File: src/hw/fmd_pkg.sv
package fmd_pkg;

    // ------------------------------------------------------------
    // Register map
    // ------------------------------------------------------------
    localparam logic [11:0] REG_CTRL = 12'h000;
    localparam logic [11:0] REG_STATUS = 12'h004;
    localparam logic [11:0] REG_SP_LIMIT = 12'h008;
    localparam logic [11:0] REG_COUNT = 12'h00C;

    localparam int CTRL_SINGLE_ONLY = 0;
    localparam int CTRL_SMALL_BANK = 1;
    localparam int CTRL_BIG_ENDIAN = 2;
    localparam logic [2:0] CTRL_RESET = 3'h0;
    localparam logic [31:0] SP_LIMIT_RESET = 32'h0;
    localparam logic [15:0] COUNT_RESET = 16'h0;

    // ------------------------------------------------------------
    // Encoding constants
    // ------------------------------------------------------------
    localparam logic [8:0] FUSED_TOP = 9'h1DD;
    localparam logic [6:0] LDM_TOP = 7'h76;
    localparam logic [2:0] CP_FIELD = 3'h5;
    localparam logic [1:0] FUSED_PLAIN_SEL = 2'h2;
    localparam logic [1:0] FUSED_NEG_SEL = 2'h1;
    localparam logic [3:0] PC_INDEX = 4'hF;
    localparam logic [3:0] SP_INDEX = 4'hD;
    localparam logic [8:0] MAX_DREGS = 9'h010;
    localparam logic [8:0] BANK_REGS = 9'h020;
    localparam logic [8:0] SMALL_BANK_REGS = 9'h010;

    // ------------------------------------------------------------
    // Types
    // ------------------------------------------------------------
    typedef enum logic [2:0] {
        KIND_NONE,
        KIND_FUSED_MUL_ADD,
        KIND_FUSED_MUL_SUB,
        KIND_FUSED_NEG_MUL_ADD,
        KIND_FUSED_NEG_MUL_SUB,
        KIND_LOAD_MULTIPLE,
        KIND_LOAD_SINGLE,
        KIND_RELATED
    } fmd_kind_t;

    typedef struct packed {
        logic valid;
        fmd_kind_t kind;
        logic dbl;
        logic neg_src1;
        logic neg_addend;
        logic single_round;
        logic wr_en;
        logic undef;
        logic unpred;
        logic [4:0] dst;
        logic [4:0] src1;
        logic [4:0] src2;
        logic [3:0] base;
        logic add;
        logic wback;
        logic [7:0] count;
        logic [31:0] offset;
    } fmd_dec_t;

    typedef struct packed {
        logic valid;
        logic bus_error_fault;
        logic bad_use_fault;
        logic memory_protection_fault;
        logic security_violation_fault;
    } fmd_fault_t;

    typedef struct packed {
        fmd_dec_t dec;
        fmd_fault_t fault;
        logic wb_en;
        logic [31:0] wb_value;
        logic ld_dvalid;
        logic [63:0] ld_data;
        logic [2:0] ctrl;
        logic [31:0] sp_limit;
        logic [15:0] undef_cnt;
        logic [15:0] unpred_cnt;
        logic [31:0] prdata;
        logic pready;
        logic pslverr;
    } fmd_state_t;

    // Register index assembly for single or double precision
    function automatic logic [4:0] fmd_reg_index(
        input logic dbl,
        input logic [3:0] field,
        input logic ext
    );
        return dbl ? {ext, field} : {field, ext};
    endfunction

endpackage

File: src/hw/fmd_decoder.sv
`timescale 1ns/1ps
`default_nettype none

module fmd_decoder
    import fmd_pkg::*;
(
    input wire logic SYS_CLK,
    input wire logic RESET,
    input wire logic PSEL,
    input wire logic PENABLE,
    input wire logic PWRITE,
    input wire logic [11:0] PADDR,
    input wire logic [31:0] PWDATA,
    output logic [31:0] PRDATA,
    output logic PREADY,
    output logic PSLVERR,
    input wire logic INSTR_VALID,
    input wire logic [31:0] INSTR,
    input wire logic COND_PASS,
    input wire logic [31:0] BASE_VALUE,
    input wire logic BUS_ERR_IN,
    input wire logic MEM_ERR_IN,
    input wire logic SEC_ERR_IN,
    input wire logic LD_VALID,
    input wire logic [31:0] LD_WORD1,
    input wire logic [31:0] LD_WORD2,
    output var fmd_dec_t DEC,
    output var fmd_fault_t FAULT,
    output logic WB_EN,
    output logic [31:0] WB_VALUE,
    output logic LD_DVALID,
    output logic [63:0] LD_DATA
);

    // ------------------------------------------------------------
    // State
    // ------------------------------------------------------------
    fmd_state_t r;
    fmd_state_t next_r;

    // ------------------------------------------------------------
    // Instruction fields
    // ------------------------------------------------------------
    logic [3:0] dest_index_field;
    logic [3:0] first_src_field;
    logic [3:0] second_src_field;
    logic [3:0] base_register_index;
    logic [7:0] register_count_field;
    logic dest_ext;
    logic first_ext;
    logic second_ext;
    logic precision_select_bit;
    logic negate_first_source_bit;
    logic pre_index;
    logic up_bit;
    logic wback_bit;

    assign dest_index_field = INSTR[15:12];
    assign first_src_field = INSTR[19:16];
    assign second_src_field = INSTR[3:0];
    assign base_register_index = INSTR[19:16];
    assign register_count_field = INSTR[7:0];
    assign dest_ext = INSTR[22];
    assign first_ext = INSTR[7];
    assign second_ext = INSTR[5];
    assign precision_select_bit = INSTR[8];
    assign negate_first_source_bit = INSTR[6];
    assign pre_index = INSTR[24];
    assign up_bit = INSTR[23];
    assign wback_bit = INSTR[21];

    // ------------------------------------------------------------
    // Fused multiply decode
    // ------------------------------------------------------------
    logic fused_hit;
    logic fused_neg;
    logic fused_undef;
    fmd_kind_t fused_kind;

    assign fused_hit = (INSTR[31:23] == FUSED_TOP)
        && (INSTR[11:9] == CP_FIELD) && !INSTR[4]
        && ((INSTR[21:20] == FUSED_PLAIN_SEL)
        || (INSTR[21:20] == FUSED_NEG_SEL));
    assign fused_neg = (INSTR[21:20] == FUSED_NEG_SEL);
    // Double fused op refused while the CTRL_SINGLE_ONLY control bit is set
    assign fused_undef = r.ctrl[CTRL_SINGLE_ONLY]
        && precision_select_bit;

    always_comb begin
        if (fused_neg) begin
            fused_kind = negate_first_source_bit
                ? KIND_FUSED_NEG_MUL_ADD : KIND_FUSED_NEG_MUL_SUB;
        end else begin
            fused_kind = negate_first_source_bit
                ? KIND_FUSED_MUL_SUB : KIND_FUSED_MUL_ADD;
        end
    end

    // ------------------------------------------------------------
    // Load multiple decode
    // ------------------------------------------------------------
    logic ldm_hit;
    logic ldm_dbl;
    logic ldm_related;
    logic ldm_single_ld;
    logic ldm_undef;
    logic ldm_unpred;
    logic ldm_exec;
    logic [7:0] ldm_regs;
    logic [4:0] ldm_first;
    logic [8:0] ldm_end;
    logic [31:0] ldm_offset;
    logic [31:0] ldm_new_base;
    logic stack_violation;

    assign ldm_hit = (INSTR[31:25] == LDM_TOP) && INSTR[20]
        && (INSTR[11:9] == CP_FIELD);
    assign ldm_dbl = INSTR[8];
    assign ldm_related = ldm_dbl
        ? (!pre_index && !up_bit && !wback_bit)
        : (!pre_index && !up_bit);
    assign ldm_single_ld = pre_index && !wback_bit;
    assign ldm_undef = ldm_dbl
        ? ((pre_index == up_bit) && wback_bit)
        : (pre_index && up_bit && wback_bit);
    // Left over: 010, 011 and 101 only
    assign ldm_exec = ldm_hit && !ldm_related && !ldm_single_ld
        && !ldm_undef;
    assign ldm_regs = ldm_dbl
        ? {1'b0, register_count_field[7:1]}
        : register_count_field;
    assign ldm_first = fmd_reg_index(ldm_dbl, dest_index_field,
        dest_ext);
    assign ldm_end = {4'h0, ldm_first} + {1'b0, ldm_regs};
    assign ldm_offset = {22'h0, register_count_field, 2'b00};
    assign ldm_new_base = up_bit
        ? BASE_VALUE + ldm_offset
        : BASE_VALUE - ldm_offset;

    always_comb begin
        ldm_unpred = 1'b0;
        if (base_register_index == PC_INDEX) begin
            ldm_unpred = 1'b1;
        end else if (ldm_regs == 8'h00) begin
            ldm_unpred = 1'b1;
        end else if (ldm_end > BANK_REGS) begin
            ldm_unpred = 1'b1;
        end else if (ldm_dbl && ({1'b0, ldm_regs} > MAX_DREGS)) begin
            ldm_unpred = 1'b1;
        end else if (ldm_dbl && r.ctrl[CTRL_SMALL_BANK]
                && (ldm_end > SMALL_BANK_REGS)) begin
            ldm_unpred = 1'b1;
        end
    end

    // New stack pointer below limit faults
    assign stack_violation = ldm_exec && !ldm_unpred && wback_bit
        && (base_register_index == SP_INDEX)
        && (ldm_new_base < r.sp_limit);

    // ------------------------------------------------------------
    // Next state
    // ------------------------------------------------------------
    logic apb_access;
    logic ext_fault;
    logic any_undef;
    logic any_unpred;
    logic executes;

    assign apb_access = PSEL && PENABLE;
    assign ext_fault = BUS_ERR_IN || MEM_ERR_IN || SEC_ERR_IN;
    assign any_undef = (fused_hit && fused_undef)
        || (ldm_hit && !ldm_related && !ldm_single_ld && ldm_undef);
    assign any_unpred = ldm_exec && ldm_unpred;
    assign executes = INSTR_VALID && COND_PASS;

    always_comb begin
        next_r = r;

        // Bus slave: answer one cycle into access phase
        next_r.pready = 1'b0;
        next_r.pslverr = 1'b0;
        if (apb_access && !r.pready) begin
            next_r.pready = 1'b1;
            if (PADDR == REG_CTRL) begin
                next_r.prdata = {29'h0, r.ctrl};
            end else if (PADDR == REG_STATUS) begin
                next_r.prdata = {25'h0, r.fault.valid, r.dec.unpred,
                    r.dec.undef, r.dec.dbl, r.dec.kind};
            end else if (PADDR == REG_SP_LIMIT) begin
                next_r.prdata = r.sp_limit;
            end else if (PADDR == REG_COUNT) begin
                next_r.prdata = {r.unpred_cnt, r.undef_cnt};
            end else begin
                next_r.prdata = 32'h0;
                next_r.pslverr = 1'b1;
            end
        end
        if (apb_access && r.pready && PWRITE && !r.pslverr) begin
            if (PADDR == REG_CTRL) begin
                next_r.ctrl = PWDATA[2:0];
            end else if (PADDR == REG_SP_LIMIT) begin
                next_r.sp_limit = PWDATA;
            end
        end

        // Decode result, one cycle after the instruction
        next_r.dec = '0;
        next_r.dec.valid = INSTR_VALID;
        next_r.dec.kind = KIND_NONE;
        if (fused_hit) begin
            next_r.dec.kind = fused_kind;
            next_r.dec.dbl = precision_select_bit;
            next_r.dec.neg_src1 = negate_first_source_bit;
            next_r.dec.neg_addend = fused_neg;
            next_r.dec.single_round = 1'b1;
            next_r.dec.dst = fmd_reg_index(precision_select_bit,
                dest_index_field, dest_ext);
            next_r.dec.src1 = fmd_reg_index(precision_select_bit,
                first_src_field, first_ext);
            next_r.dec.src2 = fmd_reg_index(precision_select_bit,
                second_src_field, second_ext);
            next_r.dec.undef = fused_undef;
            next_r.dec.wr_en = executes && !fused_undef
                && !ext_fault;
        end else if (ldm_hit) begin
            next_r.dec.dbl = ldm_dbl;
            next_r.dec.base = base_register_index;
            next_r.dec.add = up_bit;
            next_r.dec.wback = wback_bit;
            next_r.dec.dst = ldm_first;
            next_r.dec.count = ldm_regs;
            next_r.dec.offset = ldm_offset;
            if (ldm_related) begin
                next_r.dec.kind = KIND_RELATED;
            end else if (ldm_single_ld) begin
                next_r.dec.kind = KIND_LOAD_SINGLE;
            end else begin
                next_r.dec.kind = KIND_LOAD_MULTIPLE;
                next_r.dec.undef = ldm_undef;
                next_r.dec.unpred = ldm_exec && ldm_unpred;
                next_r.dec.wr_en = executes && ldm_exec && !ldm_unpred
                    && !ext_fault && !stack_violation;
            end
        end

        // Base writeback
        next_r.wb_en = executes && ldm_exec && !ldm_unpred
            && wback_bit && !ext_fault
            && !stack_violation;
        next_r.wb_value = ldm_new_base;

        // Fault routing to exception logic
        next_r.fault = '0;
        if (executes && (ext_fault || any_undef
                || stack_violation)) begin
            next_r.fault.valid = 1'b1;
            next_r.fault.bus_error_fault = BUS_ERR_IN;
            next_r.fault.memory_protection_fault = MEM_ERR_IN;
            next_r.fault.security_violation_fault = SEC_ERR_IN;
            next_r.fault.bad_use_fault = any_undef
                || stack_violation;
        end

        // Event counters
        if (INSTR_VALID && any_undef) begin
            next_r.undef_cnt = r.undef_cnt + 16'h1;
        end
        if (INSTR_VALID && any_unpred) begin
            next_r.unpred_cnt = r.unpred_cnt + 16'h1;
        end

        // Double word assembly by endianness
        next_r.ld_dvalid = LD_VALID;
        if (LD_VALID) begin
            next_r.ld_data = r.ctrl[CTRL_BIG_ENDIAN]
                ? {LD_WORD1, LD_WORD2}
                : {LD_WORD2, LD_WORD1};
        end
    end

    // ------------------------------------------------------------
    // Registers
    // ------------------------------------------------------------
    always_ff @(posedge SYS_CLK) begin
        if (RESET) begin
            r <= '0;
            r.ctrl <= CTRL_RESET;
            r.sp_limit <= SP_LIMIT_RESET;
            r.undef_cnt <= COUNT_RESET;
            r.unpred_cnt <= COUNT_RESET;
        end else begin
            r <= next_r;
        end
    end

    // ------------------------------------------------------------
    // Outputs
    // ------------------------------------------------------------
    assign PRDATA = r.prdata;
    assign PREADY = r.pready;
    assign PSLVERR = r.pslverr;
    assign DEC = r.dec;
    assign FAULT = r.fault;
    assign WB_EN = r.wb_en;
    assign WB_VALUE = r.wb_value;
    assign LD_DVALID = r.ld_dvalid;
    assign LD_DATA = r.ld_data;

endmodule // fmd_decoder

`default_nettype wire

File: config.mk
export PLATFORM = sky130hd
export DESIGN_NAME = fmd_decoder
export DESIGN_NICKNAME = d
export VERILOG_FILES = /design/src/hw/fmd_pkg.sv /design/src/hw/fmd_decoder.sv
export SDC_FILE = /design/constraint.sdc
export NUM_CORES = 1
export LEC_CHECK = 0
export BUFFER_PORTS_ARGS = -buffer_cell sky130_fd_sc_hd__buf_4
export CAP_MARGIN = 20
export CORE_AREA = 2 2 176 178
export CTS_BUF_LIST = sky130_fd_sc_hd__clkbuf_16
export DETAILED_ROUTE_END_ITERATION = 12
export DIE_AREA = 0 0 178 180
export PLACE_DENSITY = 0.76
export SKIP_LAST_GASP = 1
export SLEW_MARGIN = 20
export SYNTH_ARGS = -nofsm -noshare
export SYNTH_HDL_FRONTEND = slang
export SYNTH_SLANG_ARGS = --single-unit
File: constraint.sdc
create_clock -name SYS_CLK -period 4.8 [get_ports SYS_CLK]
set_clock_uncertainty 0.05 [all_clocks]
set_input_delay 0.24 -clock SYS_CLK [delete_from_list [all_inputs] [get_ports SYS_CLK]]
set_output_delay 0.24 -clock SYS_CLK [all_outputs]
set_load 0.1 [all_outputs]
==> qor.yml <==
status: "complete, no violations"
die_h_um: 180
finalCritPeriodShare: 0.943
syn_inst: 1699
area_growth_pct: 31.5
utilization: 0.621
cts_num_sinks: 252
peakVddDrop_uv: 338
coreArea_um2: 30200
ant_nets: 0
initial_core_util: 0.472
worstMarginPinSlew_ps: 1000
grt.overflow.total: 0
slew_headroom: 0.327
clock_latency_ps: 560
seq_area_frac_synth: 0.354
cp.arrival_ps: 4930
grt_max_degree: 130
setup_viol: 0
hold_viol_final: 0
worstSetupPathType: "in2reg"
leakage_nw: 7.98
antenna_found_initial: 1
place_ws_ps: -419
synth_edf_count: 0
nets: 2299
required_ps: 5200
endpoint_kind: "flop"
wl_per_cell_um: 17.9
cp_slowest_cell: "or4_4"
num_vias: 13000
max_freq_ghz: 0.221
clk_path_buf_depth: 3
cp-start-kind: "input port"
syn_avg_cell_area_um2: 8.39
layout_min_cycle_time_ps: 4530
timing.setup.tns_ps: 0
critPathMaxStageDelay_ps: 520
hold_path.class: "in2reg"
slew_violations: 0
layout_setup_ws_ps: 274
max_cap_viol_count: 0
gp_congestion: 0.928
cp_top_family: "compound AO/OA/AOI/OAI gates"
dp_hpwl_mm: 31.8
dp_cells: 2276
std_cell_rows: 64
async_reset_ff_frac: 0
power.density_nw_per_um2: 337
totalWireLength_mm: 44.1
path_cells: "buf_4 > inv_1 > ha_4 > nand2b_1 > nor4_4 > nor2_1 > xnor2_1 > ha_1 > o21a_1 > nor4b_1 > o31a_1 > or4_4 > a31oi_4 > o22ai_2 > a221oi_2 > xnor2_1 > ha_1 > a21o_1 > a2111oi_4 > nand4_1 > a311o_1 > a31oi_1 > nor2_1"
fp.dieW_um: 178
stdcell_count: 2458
crit_path_max_fanout: 3
path_buf_inv: 2
drt_pre_antenna_iters: 5
ctsRootBufferMaster: "clkbuf_16"
yosys_most_used_dff: "dfxtp_1"
io_buffers: 367
post-route-drc-count: 0
grt_pass1_wl_mm: 67.9
synth_area_um2: 14200
cts_htree_levels: 1
synth.distinct_cells: 65
die_area_um2: 32000
ys_ff_latch: 252
via_per_inst: 5.30
drtIter0Drc: 928
cts_buffers: 28
clkTransAtPathRegs_ps: 60
grt_pass1_vias: 12900
grt_usage: 0.265
drive_above_1_share: 0.262
synth_warnings: 0
tritoncts: "done"
io_pins: 392
-- power breakdown --
| group | leakage [nW] | internal (W) | switching [W] |
|---|---|---|---|
| Clock | 0.473 | 0.00134 | 0.000920 |
| Combinational | 5.45 | 0.000621 | 0.00122 |
| Sequential | 2.06 | 0.00217 | 0.0000360 |
-- worst register-to-register path, cell delays in order, from the launching register on --
cell           delay [ps]
dfxtp_4               740
buf_4                 650
mux2i_1               180
dlygate4sd3_1         590
a211oi_1              350
-- registers in the layout (all words and copies together), names as in the netlist --
register	cells
WB_VALUE	32
LD_DVALID	1
DEC	48
r	67
PRDATA	32
FAULT	5
PREADY	1
WB_EN	1
LD_DATA	64
PSLVERR	1
-- routing by layer --
layer	GRT usage	up-vias	part of all wire
li1	-	6295	-
met1	0.318	6142	0.40
met2	0.462	491	0.49
met3	0.0588	111	0.072
met4	0.0964	0	0.037
met5	0	-	0
-- logic make-up after synthesis --
family,Yosys count,synth area share
adders and majority gates,76,0.0678
and+or+nand+nor,540,0.176
DFF,252,0.354
muxes,100,0.0725
other,1,0.000263
buffers and inverters,354,0.148
xor gates and xnor gates,45,0.0277
AOI/OAI and AO/OA,331,0.154
-- metrics by stage --
stage	cell area (um2)	power, W	hold WS (ps)
global placement	16400	0.00395	416
finish	18700	0.00631	20.3
CTS	18600	0.00631	2.10
floorplan	14400	0.00357	312
detailed placement	16400	0.00397	417
global route	18700	0.00655	17.7
-- final timing paths --
| kind | startpoint | to | slack, ps | depth (start not counted) |
|---|---|---|---|---|
| max | INSTR[0] | DEC[63] | 270 | 23 |
| min | LD_WORD2[27] | LD_DATA[59] | 20 | 3 |
| max reg2reg | r[100] | LD_DATA[23] | 2150 | 4 |
| min reg2reg | r[97] | r[97] | 430 | 2 |
-- timing repair --
item,CTS,global route
hold endpoints to repair,110,0
gates resized for setup,0,14
endpoints found under the setup margin,0,4
setup buffers,0,2
hold buffers,128,0
-- area by class of cell --
cell class | count | area (um2)
clock inverters | 23 | 273
flip-flops and latches | 252 | 5050
clock buffers | 28 | 701
repair buffers | 583 | 4700
well taps | 396 | 495
inverters | 59 | 221
multi-input cells | 1116 | 7290
fillers | 2472 | 11400
diodes | 1 | 2.50
-- placed cells by master, fill, tap and decap left out, drive strengths merged, types with 4 or more instances in the layout --
cell	n
nor2	230
and2	15
mux2i	74
xor2	24
a21boi	8
or3	8
a2111oi	4
nand3	20
clkbuf	28
ha	74
mux2	26
conb	24
o211ai	5
a31oi	5
a211oi	80
or4	5
a211o	4
clkinvlp	4
o21a	8
xnor2	21
o21bai	4
buf	455
nand2b	11
and3	12
nor3	23
inv	63
a21o	20
bufinv	5
dlygate4sd3	128
and4	8
nand4	10
o31a	4
clkinv	10
a22oi	33
nor4	14
o21ai	29
dfxtp	252
nand2	123
a21oi	110
nor2b	49
-- Yosys cell counts (all sizes together), types with 29 or more instances --
master	n	share of area
buf	217	0.11
nor2b	49	0.022
dfxtp	252	0.35
clkbuf	78	0.021
ha	74	0.065
nand2	123	0.032
inv	59	0.016
mux2i	74	0.052
nor2	230	0.061
o21ai	29	0.010
a21oi	110	0.039
a22oi	33	0.017
a211oi	80	0.042
(Power assumes the default switching activity.)
